--- config.mk ---
export PLATFORM = sky130hd
export DESIGN_NAME = emp_offchip_port
export DESIGN_NICKNAME = d
export VERILOG_FILES = /design/src/emp_pkg.sv /design/src/emp_offchip_port.sv
export SDC_FILE = /design/constraint.sdc
export NUM_CORES = 1
export LEC_CHECK = 0
export BUFFER_PORTS_ARGS = -buffer_cell sky130_fd_sc_hd__buf_2
export CAP_MARGIN = 20
export CELL_PAD_IN_SITES_DETAIL_PLACEMENT = 1
export CELL_PAD_IN_SITES_GLOBAL_PLACEMENT = 1
export CORE_ASPECT_RATIO = 0.6
export CORE_MARGIN = 2
export CORE_UTILIZATION = 40
export CTS_BUF_LIST = sky130_fd_sc_hd__clkbuf_8
export CTS_CLUSTER_DIAMETER = 30
export DETAILED_ROUTE_END_ITERATION = 10
export GPL_ROUTABILITY_DRIVEN = 0
export PLACE_DENSITY_LB_ADDON = 0.3
export SKIP_LAST_GASP = 1
export SLEW_MARGIN = 5
export SYNTH_ARGS = -nofsm -noshare
export SYNTH_HDL_FRONTEND = slang
export SYNTH_SLANG_ARGS = --single-unit
--- constraint.sdc ---
create_clock -name clk -period 7.5 [get_ports clk]
set_clock_uncertainty 0.05 [all_clocks]
set_input_delay 0.75 -clock clk [delete_from_list [all_inputs] [get_ports clk]]
set_output_delay 0.75 -clock clk [all_outputs]
set_load 0.005 [all_outputs]
--- src/emp_pkg.sv ---
// Purpose: Shared constants and types for the off-chip memory port.
// Assumes: 10 MHz system clock; register port with 8-bit addresses.
// Notes:   Every offset, field position, reset value and count lives here.
package emp_pkg;

	// Register offsets on the plain register port
	localparam logic [7:0] EMP_PAGE_ADDR = 8'haa;  // Page select
	localparam logic [7:0] EMP_CFG_ADDR  = 8'hb2;  // Memory configuration

	// Reset values
	localparam logic [7:0] EMP_PAGE_RST = 8'h00;   // Page 0
	localparam logic [7:0] EMP_CFG_RST  = 8'h03;   // Muxed, internal, wide ALE

	// Configuration field positions
	localparam int EMP_MUX_BIT  = 4;               // 0 muxed, 1 separate
	localparam int EMP_MODE_LSB = 2;               // Two-bit memory mode
	localparam int EMP_ALE_LSB  = 0;               // Two-bit latch pulse width
	localparam logic [7:0] EMP_CFG_MASK = 8'h1f;   // Bits 7:5 read as zero

	// Port 1 control lane positions
	localparam int EMP_ALE_PIN = 5;                // Address latch strobe
	localparam int EMP_RD_PIN  = 6;                // Read strobe, low active
	localparam int EMP_WR_PIN  = 7;                // Write strobe, low active

	// Top of the on-chip window in split modes (8 kB)
	localparam logic [15:0] EMP_ONCHIP_LIMIT = 16'h2000;

	// Timing: figures in ns, counts in 100 ns cycles
	localparam int EMP_CLK_MHZ   = 10;             // System clock rate
	localparam int EMP_STROBE_NS = 400;            // Least strobe low time
	localparam int EMP_HOLD_NS   = 100;            // Least address hold
	localparam int EMP_STROBE_CYC = (EMP_STROBE_NS * EMP_CLK_MHZ + 999) / 1000;
	localparam int EMP_HOLD_CYC   = (EMP_HOLD_NS * EMP_CLK_MHZ + 999) / 1000;
	localparam int EMP_SYNC_CYC   = 4;             // Pin sampling latency

	// Memory mode field encodings
	typedef enum logic [1:0] {
		EMP_MODE_INT   = 2'b00,                    // On-chip only
		EMP_MODE_SPLIT = 2'b01,                    // Split, no bank select
		EMP_MODE_BANK  = 2'b10,                    // Split with bank select
		EMP_MODE_EXT   = 2'b11                     // Off-chip only
	} emp_mode_t;

	// Access sequencer states, one-hot
	typedef enum logic [4:0] {
		EMP_IDLE = 5'b00001,                       // Pins belong to the port
		EMP_ALE  = 5'b00010,                       // Low address, latch high
		EMP_HOLD = 5'b00100,                       // Low address held
		EMP_STRB = 5'b01000,                       // Read or write strobe low
		EMP_DONE = 5'b10000                        // Pins handed back
	} emp_state_t;

endpackage

--- src/emp_offchip_port.sv ---
// Purpose: Off-chip memory port that borrows ports 1 to 3, and port 4 in separate mode, for each off-chip move.
// Assumes: One 10 MHz clock; core raises acc_start for one cycle per move.
// Notes:   Output mode (open-drain or push-pull) is set outside this block.
// What this block does
// - Off-chip accesses appear on ports one to four
// - Pins claimed only during off-chip moves
// - Afterwards pins return to latch or crossbar
// - Input lanes have drivers off during read strobe
// - Output mode stays with port mode registers
// - Multiplexed and separate address/data modes offered
// - Short moves take upper byte from page
// - Page N covers N*256 to N*256+255
// - Page register 8-bit, offset 0xaa, resets zero
// - All eight page bits read and write
// - Mux select 0 muxed, 1 separate
// - Mode field picks internal, split, bank, external
// - Split without bank uses port 2 latch
// - Low config bits set latch pulse width
//
// The address-and-strobe port is this design's own decision.
`timescale 1ns/1ns
module emp_offchip_port
	import emp_pkg::*;
#(
	parameter int STROBE_CYCLES = EMP_STROBE_CYC  // Strobe low cycles
) (
	input  wire logic        clk,          // 10 MHz system clock
	input  wire logic        rst,          // Async reset, high
	input  wire logic [7:0]  reg_addr,     // Register address
	input  wire logic [7:0]  reg_wdata,    // Register write data
	input  wire logic        reg_wr,       // Register write strobe
	input  wire logic        reg_rd,       // Register read strobe
	output logic      [7:0]  reg_rdata,    // Read data, cycle after
	input  wire logic        acc_start,    // Core starts a move
	input  wire logic        acc_write,    // 1 write, 0 read
	input  wire logic        acc_wide,     // 1 pointer form, 0 short
	input  wire logic [15:0] acc_addr,     // Address, low byte if short
	input  wire logic [7:0]  acc_wdata,    // Write data
	output logic             acc_busy,     // Move in progress
	output logic             acc_done,     // Move finished pulse
	output logic             acc_onchip,   // Done move was on-chip
	output logic      [7:0]  acc_rdata,    // Off-chip read data
	input  wire logic [7:0]  p1_port_out,  // Port 1 latch/crossbar level
	input  wire logic [7:0]  p1_port_oe,   // Port 1 latch/crossbar enable
	input  wire logic [7:0]  p2_port_out,  // Port 2 latch/crossbar level
	input  wire logic [7:0]  p2_port_oe,   // Port 2 latch/crossbar enable
	input  wire logic [7:0]  p3_port_out,  // Port 3 latch/crossbar level
	input  wire logic [7:0]  p3_port_oe,   // Port 3 latch/crossbar enable
	input  wire logic [7:0]  p4_port_out,  // Port 4 latch/crossbar level
	input  wire logic [7:0]  p4_port_oe,   // Port 4 latch/crossbar enable
	input  wire logic [7:0]  p3_pin_in,    // Port 3 pad levels
	input  wire logic [7:0]  p4_pin_in,    // Port 4 pad levels
	output logic      [7:0]  p1_out,       // Port 1 pad level
	output logic      [7:0]  p1_oe,        // Port 1 pad enable
	output logic      [7:0]  p2_out,       // Port 2 pad level
	output logic      [7:0]  p2_oe,        // Port 2 pad enable
	output logic      [7:0]  p3_out,       // Port 3 pad level
	output logic      [7:0]  p3_oe,        // Port 3 pad enable
	output logic      [7:0]  p4_out,       // Port 4 pad level
	output logic      [7:0]  p4_oe         // Port 4 pad enable
);

	// Strobe must outlast the pad sampling chain or reads go stale
	if (STROBE_CYCLES < EMP_SYNC_CYC || STROBE_CYCLES > 15) begin : g_chk
		$error("STROBE_CYCLES out of range 4..15");
	end
	localparam logic [3:0] STRB_LD = 4'(STROBE_CYCLES - 1);
	localparam logic [3:0] HOLD_LD = 4'(EMP_HOLD_CYC - 1);

	// Registers seen by software
	logic [7:0] page_number;               // Upper byte for short moves
	logic [7:0] cfg;                       // Memory configuration
	logic [7:0] next_page_number;          // Next page value
	logic [7:0] next_cfg;                  // Next configuration
	logic [7:0] next_reg_rdata;            // Next read data
	logic       mux_mode_select;           // 1 separate lanes
	emp_mode_t  memory_mode_select;        // Routing mode
	logic [1:0] latch_pulse_width;         // Latch strobe width - 1

	assign mux_mode_select    = cfg[EMP_MUX_BIT];
	assign memory_mode_select = emp_mode_t'(cfg[EMP_MODE_LSB +: 2]);
	assign latch_pulse_width  = cfg[EMP_ALE_LSB +: 2];

	// Register decode; unmapped reads return zero
	always_comb begin
		next_page_number = page_number;
		next_cfg         = cfg;
		next_reg_rdata   = 8'h00;
		if (reg_wr && reg_addr == EMP_PAGE_ADDR) begin
			next_page_number = reg_wdata;
		end else if (reg_wr && reg_addr == EMP_CFG_ADDR) begin
			next_cfg = reg_wdata & EMP_CFG_MASK;
		end
		if (reg_rd && reg_addr == EMP_PAGE_ADDR) begin
			next_reg_rdata = page_number;
		end else if (reg_rd && reg_addr == EMP_CFG_ADDR) begin
			next_reg_rdata = cfg;
		end
	end

	// Register storage
	always_ff @(posedge clk or posedge rst) begin
		if (rst) begin
			page_number <= EMP_PAGE_RST;
			cfg         <= EMP_CFG_RST;
			reg_rdata   <= 8'h00;
		end else begin
			page_number <= next_page_number;
			cfg         <= next_cfg;
			reg_rdata   <= next_reg_rdata;
		end
	end

	// Pad sampling: three flops, accept when stages two and three agree
	logic [15:0] pin_s1;                   // First stage, only feeds s2
	logic [15:0] pin_s2;                   // Second stage
	logic [15:0] pin_s3;                   // Third stage
	logic [15:0] pin_filt;                 // Accepted pad levels
	logic [15:0] next_pin_filt;            // Next accepted levels

	always_comb begin
		next_pin_filt = pin_filt;
		for (int i = 0; i < 16; i++) begin
			if (pin_s2[i] == pin_s3[i]) begin
				next_pin_filt[i] = pin_s3[i];
			end
		end
	end

	always_ff @(posedge clk or posedge rst) begin
		if (rst) begin
			pin_s1   <= 16'h0000;
			pin_s2   <= 16'h0000;
			pin_s3   <= 16'h0000;
			pin_filt <= 16'h0000;
		end else begin
			pin_s1   <= {p4_pin_in, p3_pin_in};
			pin_s2   <= pin_s1;
			pin_s3   <= pin_s2;
			pin_filt <= next_pin_filt;
		end
	end

	// Access sequencer state
	emp_state_t  state, next_state;        // Sequencer state
	logic [3:0]  cnt, next_cnt;            // Phase down-counter
	logic [15:0] addr_q, next_addr_q;      // Effective address
	logic [7:0]  wdata_q, next_wdata_q;    // Write data held
	logic        write_q, next_write_q;    // Direction held
	logic        next_done, next_onchip;   // Completion pulse
	logic [7:0]  next_rdata;               // Captured read data
	logic [7:0]  hi_byte;                  // Upper address byte
	logic [15:0] eff_addr;                 // Effective address now
	logic        offchip;                  // Request goes to pads

	// Upper byte and routing of a new request
	always_comb begin
		if (acc_wide) begin
			hi_byte = acc_addr[15:8];
		end else if (memory_mode_select == EMP_MODE_SPLIT) begin
			hi_byte = p2_port_out;
		end else begin
			hi_byte = page_number;
		end
		eff_addr = {hi_byte, acc_addr[7:0]};
		case (memory_mode_select)
			EMP_MODE_INT: offchip = 1'b0;
			EMP_MODE_EXT: offchip = 1'b1;
			default:      offchip = eff_addr >= EMP_ONCHIP_LIMIT;
		endcase
	end

	// Next state; muxed moves pulse the latch before data
	always_comb begin
		next_state   = state;
		next_cnt     = cnt;
		next_addr_q  = addr_q;
		next_wdata_q = wdata_q;
		next_write_q = write_q;
		next_done    = 1'b0;
		next_onchip  = 1'b0;
		next_rdata   = acc_rdata;
		case (state)
			EMP_IDLE: begin
				if (acc_start && offchip) begin
					next_addr_q  = eff_addr;
					next_wdata_q = acc_wdata;
					next_write_q = acc_write;
					if (!mux_mode_select) begin
						next_state = EMP_ALE;
						next_cnt   = {2'b00, latch_pulse_width};
					end else begin
						next_state = EMP_STRB;
						next_cnt   = STRB_LD;
					end
				end else if (acc_start) begin
					next_done   = 1'b1;  // On-chip RAM serves it
					next_onchip = 1'b1;
				end
			end
			EMP_ALE: begin
				if (cnt == 4'h0) begin
					next_state = EMP_HOLD;
					next_cnt   = HOLD_LD;
				end else begin
					next_cnt = cnt - 4'h1;
				end
			end
			EMP_HOLD: begin
				if (cnt == 4'h0) begin
					next_state = EMP_STRB;
					next_cnt   = STRB_LD;
				end else begin
					next_cnt = cnt - 4'h1;
				end
			end
			EMP_STRB: begin
				if (cnt == 4'h0) begin
					next_state = EMP_DONE;
				end else begin
					next_cnt = cnt - 4'h1;
				end
			end
			EMP_DONE: begin
				// Filtered pads trail the strobe by four edges, so the
				// read byte is only settled once the strobe has ended
				next_state = EMP_IDLE;
				next_done  = 1'b1;
				if (!write_q) begin
					next_rdata = mux_mode_select ? pin_filt[15:8]
					                             : pin_filt[7:0];
				end
			end
			default: next_state = EMP_IDLE;
		endcase
	end

	// Pads: port values unless claimed; output modes untouched
	logic       next_claim;                // Pads owned next cycle
	logic [7:0] n_p1o, n_p1e, n_p2o, n_p2e;  // Next port 1/2 pads
	logic [7:0] n_p3o, n_p3e, n_p4o, n_p4e;  // Next port 3/4 pads
	logic       n_strb;                    // Strobe phase next

	always_comb begin
		next_claim = next_state inside {EMP_ALE, EMP_HOLD, EMP_STRB};
		n_strb = next_state == EMP_STRB;
		n_p1o = p1_port_out;
		n_p1e = p1_port_oe;
		n_p2o = p2_port_out;
		n_p2e = p2_port_oe;
		n_p3o = p3_port_out;
		n_p3e = p3_port_oe;
		n_p4o = p4_port_out;
		n_p4e = p4_port_oe;
		if (next_claim) begin
			n_p1o[EMP_RD_PIN] = !(n_strb && !next_write_q);
			n_p1e[EMP_RD_PIN] = 1'b1;
			n_p1o[EMP_WR_PIN] = !(n_strb && next_write_q);
			n_p1e[EMP_WR_PIN] = 1'b1;
			n_p2o = next_addr_q[15:8];
			n_p2e = 8'hff;
			if (mux_mode_select) begin
				n_p3o = next_addr_q[7:0];
				n_p3e = 8'hff;
				n_p4o = next_wdata_q;
				n_p4e = next_write_q ? 8'hff : 8'h00;
			end else begin
				n_p1o[EMP_ALE_PIN] = next_state == EMP_ALE;
				n_p1e[EMP_ALE_PIN] = 1'b1;
				n_p3o = n_strb ? next_wdata_q : next_addr_q[7:0];
				n_p3e = (n_strb && !next_write_q) ? 8'h00 : 8'hff;
			end
		end
	end

	logic claim;                           // Pads owned now

	// Sequencer and pad registers
	always_ff @(posedge clk or posedge rst) begin
		if (rst) begin
			state <= EMP_IDLE;
			cnt <= 4'h0;
			addr_q <= 16'h0000;
			wdata_q <= 8'h00;
			write_q <= 1'b0;
			acc_done <= 1'b0;
			acc_onchip <= 1'b0;
			acc_rdata <= 8'h00;
			claim <= 1'b0;
			{p1_out, p1_oe, p2_out, p2_oe} <= 32'h00000000;
			{p3_out, p3_oe, p4_out, p4_oe} <= 32'h00000000;
		end else begin
			state <= next_state;
			cnt <= next_cnt;
			addr_q <= next_addr_q;
			wdata_q <= next_wdata_q;
			write_q <= next_write_q;
			acc_done <= next_done;
			acc_onchip <= next_onchip;
			acc_rdata <= next_rdata;
			claim <= next_claim;
			{p1_out, p1_oe, p2_out, p2_oe} <= {n_p1o, n_p1e, n_p2o, n_p2e};
			{p3_out, p3_oe, p4_out, p4_oe} <= {n_p3o, n_p3e, n_p4o, n_p4e};
		end
	end

	// Busy while a move runs; core holds off new starts
	assign acc_busy = state != EMP_IDLE;

	// Latch pulse length counter, read only by checks
	logic [2:0] ale_len;                   // Cycles latch strobe high
	always_ff @(posedge clk or posedge rst) begin
		if (rst) begin
			ale_len <= 3'h0;
		end else begin
			ale_len <= (claim && p1_out[EMP_ALE_PIN]) ? ale_len + 3'h1 : 3'h0;
		end
	end

	a_pins_released: assert property (@(posedge clk) disable iff (rst)
		!next_claim |=> (p2_out == $past(p2_port_out)
		                 && p4_oe == $past(p4_port_oe)))
		else $error("pads not returned to port");

	a_read_lanes_off: assert property (@(posedge clk) disable iff (rst)
		(claim && !p1_out[EMP_RD_PIN])
		|-> (mux_mode_select ? p4_oe == 8'h00 : p3_oe == 8'h00))
		else $error("input lane driven during read");

	a_claim_only_move: assert property (@(posedge clk) disable iff (rst)
		claim |-> (state inside {EMP_ALE, EMP_HOLD, EMP_STRB}) && p2_oe == 8'hff)
		else $error("pads claimed outside a move");

	a_page_upper: assert property (@(posedge clk) disable iff (rst)
		(state == EMP_IDLE && acc_start && !acc_wide
		 && memory_mode_select inside {EMP_MODE_BANK, EMP_MODE_EXT} && offchip)
		|=> addr_q == {$past(page_number), $past(acc_addr[7:0])})
		else $error("short move upper byte not from page");

	a_split_latch: assert property (@(posedge clk) disable iff (rst)
		(state == EMP_IDLE && acc_start && !acc_wide && offchip
		 && memory_mode_select == EMP_MODE_SPLIT)
		|=> addr_q[15:8] == $past(p2_port_out))
		else $error("split move upper byte not from port 2");

	a_page_hold: assert property (@(posedge clk) disable iff (rst)
		(reg_wr && reg_addr == EMP_PAGE_ADDR) |=> page_number == $past(reg_wdata))
		else $error("page write lost");

	a_ale_width: assert property (@(posedge clk) disable iff (rst)
		$fell(p1_out[EMP_ALE_PIN]) && $past(claim)
		|-> ale_len == {1'b0, latch_pulse_width} + 3'h1)
		else $error("latch pulse width wrong");

	a_addr_first: assert property (@(posedge clk) disable iff (rst)
		(claim && !mux_mode_select && p1_oe[EMP_ALE_PIN]
		 && p1_out[EMP_ALE_PIN])
		|-> (p3_out == addr_q[7:0] && p3_oe == 8'hff
		     && p1_out[EMP_RD_PIN] && p1_out[EMP_WR_PIN]))
		else $error("muxed address not ahead of data");

	a_onchip_done: assert property (@(posedge clk) disable iff (rst)
		(state == EMP_IDLE && acc_start && !offchip)
		|=> acc_done && acc_onchip && !claim)
		else $error("on-chip move not finished in one cycle");

endmodule

# == Word level (Yosys, flattened, before mapping) ==
# Index checks and enable logic that the tools add are counted.
# classes
add_sub_neg,1
order_cmp,1
eq_ne,31
muxes,45
n_bitwise,2
n_reduce_logical,17
# op_table
op,count
$mux W8,19
$mux W16,2
$mux W5,5
$mux W4,5
$pmux W5 S4,1
$eq A1 B1 Y1,16
$eq A8 B8 Y1 const B,2
$ge A16 B14 Y1 const B,1
$pmux W4 S4,1
$eq A5 B2 Y1 const B,2
$eq A5 B3 Y1 const B,2
$eq A5 B4 Y1 const B,2
$logic_and A1 B1 Y1,7
$mux W1,7
$mux W3,2
$eq A5 B1 Y1 const B,1
$eq A5 B5 Y1 const B,1
$ne A5 B1 Y1 const B,1
$logic_not A4 Y1,1
$ne A2 B2 Y1 const B,2
$pmux W1 S2,2
$reduce_and A2 Y1,2
$reduce_bool A4 Y1,1
$sub A4 B1 Y4 const B,1
8 further kinds,11
# word_totals
reg_bits,193
word_cells,135

# == Depth between registers and ports, before layout ==
# depth
depth_word,13
depth_mapped,10

# == Worst setup path before layout ==
# No wires, ideal clock.
# synth_path
kind,input port to flip-flop
start,input p2_port_out[7]
end,register p3_out[5]
arrival_time_ps,2216
path_slack_ps,5102
stages,7
path_cell_list,mux2_1 -> mux2i_2 -> a41o_2 -> buf_6 -> mux2_4 -> mux2i_1 -> o21ai_1
# synth_via
word_cells_on_any_way,18
# synth_lines
item,line_no,text
start: declaration,emp_offchip_port.sv:45,"input wire logic [7:0] p2_port_out,"
$mux W8 *,emp_offchip_port.sv:160,end else if (memory_mode_select == EMP_MODE_SPLIT) begin
$mux W8 *,emp_offchip_port.sv:158,if (acc_wide) begin
$ge A16 B14 Y1 *,emp_offchip_port.sv:169,default: offchip = eff_addr >= EMP_ONCHIP_LIMIT;
$pmux W1 S2 *,emp_offchip_port.sv:166,case (memory_mode_select)
$logic_and A1 B1 Y1 *,emp_offchip_port.sv:185,if (acc_start && offchip) begin
$mux W16 *,emp_offchip_port.sv:185,
$mux W16 *,emp_offchip_port.sv:183,case (state)
via next_addr_q[5],emp_offchip_port.sv:147,"logic [15:0] addr_q, next_addr_q;"
$mux W8,emp_offchip_port.sv:270,n_p3o = n_strb ? next_wdata_q : next_addr_q[7:0];
$mux W8 *,emp_offchip_port.sv:262,if (mux_mode_select) begin
$mux W8 *,emp_offchip_port.sv:255,if (next_claim) begin
via n_p3o[5],emp_offchip_port.sv:241,"logic [7:0] n_p3o, n_p3e, n_p4o, n_p4e;"
end signal: assignment,emp_offchip_port.sv:303,"{p3_out, p3_oe, p4_out, p4_oe} <= {n_p3o, n_p3e, n_p4o, n_p4e};"
end: declaration,emp_offchip_port.sv:57,"output logic [7:0] p3_out,"
# The timed path passes the listed nets; every way through them passes the cells marked *.
# A chain may end at the register's enable or synchronous reset.

# == Final worst setup path ==
# layout_path
start,register cfg[3]
end,register cnt[3]
# layout_via
elab_chain_len,8
word_cells_on_any_way,10
# layout_rtl
item,line_no,text
start: declaration,emp_offchip_port.sv:72,logic [7:0] cfg;
start signal: assignment,emp_offchip_port.sv:109,cfg <= next_cfg;
$eq A2 B1 Y1,emp_offchip_port.sv:160,
$mux W8,emp_offchip_port.sv:160,
$mux W8,emp_offchip_port.sv:158,
$ge A16 B14 Y1,emp_offchip_port.sv:169,
$pmux W1 S2 *,emp_offchip_port.sv:166,
$logic_and A1 B1 Y1 *,emp_offchip_port.sv:185,
$ne A2 B2 Y1 (no line) *,--,
$reduce_and A3 Y1 (no line) *,--,
end signal: assignment,emp_offchip_port.sv:294,cnt <= next_cnt;
end: declaration,emp_offchip_port.sv:146,"logic [3:0] cnt, next_cnt;"
# Every way passes the cells marked *; elsewhere a longest branch is shown, timed or not.

==> results by group <==
GRT
  • Pin count of the biggest net entering global routing: ~110
  • GRT Overall Usage: approximately a fifth
  • Number of global-route vias before repair: ~5500
  • Initial antenna violation count: 2
  • First-pass GRT wire length: around 29 mm
  • Total grt overflow: 0

Synth
  • Yosys reg bits: about 190
  • Post-synth EDFFs: 0
  • Syn nets: between 600 and 700
  • Synth warnings: 0
  • Share of the synthesized area in the top cell type: 66.4%
  • Synth Instances: between 500 and 600
  • Post-synthesis sequential area ratio: 67.5%
  • Yosys cell types: 54
  • Main synth FF type: dfrtp_1
  • Cell accounting for the most synthesized area: dfrtp_1
  • Mapped Area: about 0.007 mm^2
  • Synth top area cells: dfrtp_1 (66%), mux2_2 (3.3%), nor2_1 (2.9%)
  • Mean Syn Cell Area: between 10 and 15 um^2
  • Synth async-reset ratio: 100%

Critical path
  • Max incr delay on CP: roughly 0.90 ns
  • Endpoint class of the critical path: register
  • CP cell instances: inv_1, ha_1, mux2_2, mux2i_2, a41o_2, a21o_1, o21ai_0, o21ai_0
  • Crit path DAT: 4.18 ns
  • Worst setup SP type: register
  • Critical Path RT: 7.83 ns
  • Reg2reg setup slack: ~3.6 ns
  • Worst path slowest cell: a21o_1
  • Crit-path max FO: 40
  • Critical path type: register to register
  • Critical Path Most Common Cell: o21ai_0

Clocking
  • Number of setup buffers added after CTS: 0
  • H-tree levels: 4
  • Clock root buffer: clkbuf_8
  • Clk Latency, worst-skew pair: between 0.4 and 0.5 ns
  • Worst-path clk slew: around 0.10 ns
  • CTS Sinks: about 190
  • Clk buf depth: 2
  • TritonCTS clock tree: done
  • Count of cells resized by post-cts repair: 0
  • # hold bufs at CTS: 0
  • CTS buffer count: 17

Place
  • Placed inst area: between 0.008 and 0.009 mm^2
  • DP Wirelength: around 13 mm
  • IO Port Bufs: ~210

Power
  • PwrDens: around 250 mW/mm^2
  • Worst VDD drop: 0.0000997 V
  • Leakage: approximately 4.4 nW

Detailed routing
  • Initial DRC count: 197
  • Drt pass-1 iters: 4
  • DR vias: approximately 4900
  • ANT nets after route: 0
  • Routed length per instance: 17.8 um
  • Residual DRC: 0
  • DR vias/cell: approximately 5
  • Post-Route WL: about 18 mm

Floorplanning
  • Core Area: ~0.017 mm^2
  • Die H: about 110 um
  • Top-level I/O count: 210
  • Starting Density: 41.4%
  • Die W: approximately 180 um
  • Die ar.: around 0.019 mm^2
  • Std-Cell Rows: 37

Cells and area
  • Design Area, Final: 0.00885 mm^2
  • Area growth syn-to-layout: 23.5%
  • Layout cells sized above 1: approximately two fifths
  • Final layout net count: a little under 900
  • Antenna diode count: 0

STA
  • Final Max Slew Viols: 0
  • Final worst-path cycle share: a little over 50%
  • Total negative slack: 0 ns
  • Fmax: between 0.2 and 0.3 GHz
  • Final setup viols: 0
  • RSZ-0062 raised after global routing: false
  • Min Hold Slack: about 0.31 ns
  • Slew @ Worst Pin: 1.02 ns
  • Final count of hold timing violations: 0
  • Final min period: about 3.9 ns
  • Relative slew slack: between 30% and 40%

Outcome
  • Status: finished, final reports clean

Job
  • Max-cap violations: 0

Min path
  • Worst min path class: register to register
==> area by class of cell <==
type	instances	area (um^2)
inverter	11	48.8
timing repair buffer	214	1110
clock buffer	17	234
multi-input combinational	316	2160
tap	234	293
sequential	193	4830
clock inverter	15	171
fill	1886	8460
==> path summary, 6_finish.rpt <==
path                                start         to  cells after the start
worst min-delay path            pin_s1[5]  pin_s2[5]                      0
max in group asynchronous             rst     cfg[0]                      4
worst min register to register  pin_s1[5]  pin_s2[5]                      0
worst max-delay path               cfg[3]     cnt[3]                      8
min in group asynchronous             rst   p1_oe[4]                      2
worst max register to register     cfg[3]     cnt[3]                      8
==> metrics by stage <==
stage | instances | setup slack (ns) | power, mW | utilization, %
6_report | 1000 | 3.65 | 2.23 | 51.1
5_1_grt | 1000 | 3.22 | 2.35 | 51.1
4_1_cts | 998 | 3.62 | 2.26 | 50.9
3_5_place_dp | 966 | 3.68 | 1.55 | 48.6
3_3_place_gp | 965 | 3.87 | 1.53 | 48.5
2_1_floorplan | 542 | 1.45 | 1.42 | -
==> state kept, by name, indices dropped and copies added, names as in the netlist, 4 cells and up <==
signal / cells
acc_rdata: 8
addr_q: 16
cfg: 5
cnt: 4
p1_oe: 8
p1_out: 8
p2_oe: 8
p2_out: 8
p3_oe: 8
p3_out: 8
p4_oe: 8
p4_out: 8
page_number: 8
pin_filt: 16
pin_s1: 16
pin_s2: 16
pin_s3: 16
reg_rdata: 8
state: 5
wdata_q: 8
==> synthesized netlist by cell type (2+ instances only) <==
master    number
dfrtp_1      190
nor2_1        56
nand2_1       46
a21oi_1       21
mux2_2        21
maj3_1        16
mux2i_1       16
nand2b_1      12
nor2b_1       12
inv_1         11
o22ai_1       11
clkbuf_1      10
nor2_2         9
o21ai_0        9
o21ai_1        9
mux2_4         7
a211oi_1       6
buf_2          6
a22o_1         5
buf_6          5
nor3b_1        5
o31ai_2        5
and2_1         4
ha_1           4
mux2_1         4
a21o_1         3
a31oi_1        3
dfstp_2        3
o21a_1         3
mux2i_2        2
nand3b_1       2
nand4b_1       2
nor3_1         2
o211ai_1       2
==> cell families after synthesis <==
kind of cell    share of synthesized area, %
buf+inv                                 2.41
fa+ha+maj                               2.93
flops                                   67.5
compound gates                          8.17
mux                                     8.01
xor+xnor                               0.122
simple gates                            10.9
==> report_power, final <==
part | internal [mW] | switching [mW]
logic | 0.144 | 0.164
clock network | 0.309 | 0.390
registers | 1.16 | 0.0672
total | 1.61 | 0.621
==> layer usage <==
layer	share of wire [%]	vias up	wire length [um]	global-route usage (%)
met5	0.051	-	9	0
met4	1.6	2	285	7.14
met3	6.4	25	1140	5.08
met2	46	160	8240	31.1
met1	46	2475	8120	26.6
li1	-	2267	-	-
==> placed cells by master (no fill, tap or decap), drive strengths merged, types with 2 or more instances in the layout <==
cell type,n
a211oi,6
a21boi,2
a21o,3
a21oi,22
a22o,5
a31oi,3
and2,4
buf,214
bufinv,2
clkbuf,17
clkinv,4
dfrtp,190
dfstp,3
ha,4
inv,20
maj3,16
mux2,32
mux2i,18
nand2,46
nand2b,12
nand3b,2
nand4b,3
nor2,65
nor2b,12
nor3,3
nor3b,5
o211ai,2
o21a,3
o21ai,19
o22ai,11
o31ai,5
==> critical path, delay by kind of cell (launching register included) <==
family	cells	cell delay, ns
flops	1	0.42
buf+inv	1	0.07
mux	2	0.70
compound gates	4	2.08
fa+ha+maj	1	0.45
(Power assumes the default switching activity.)
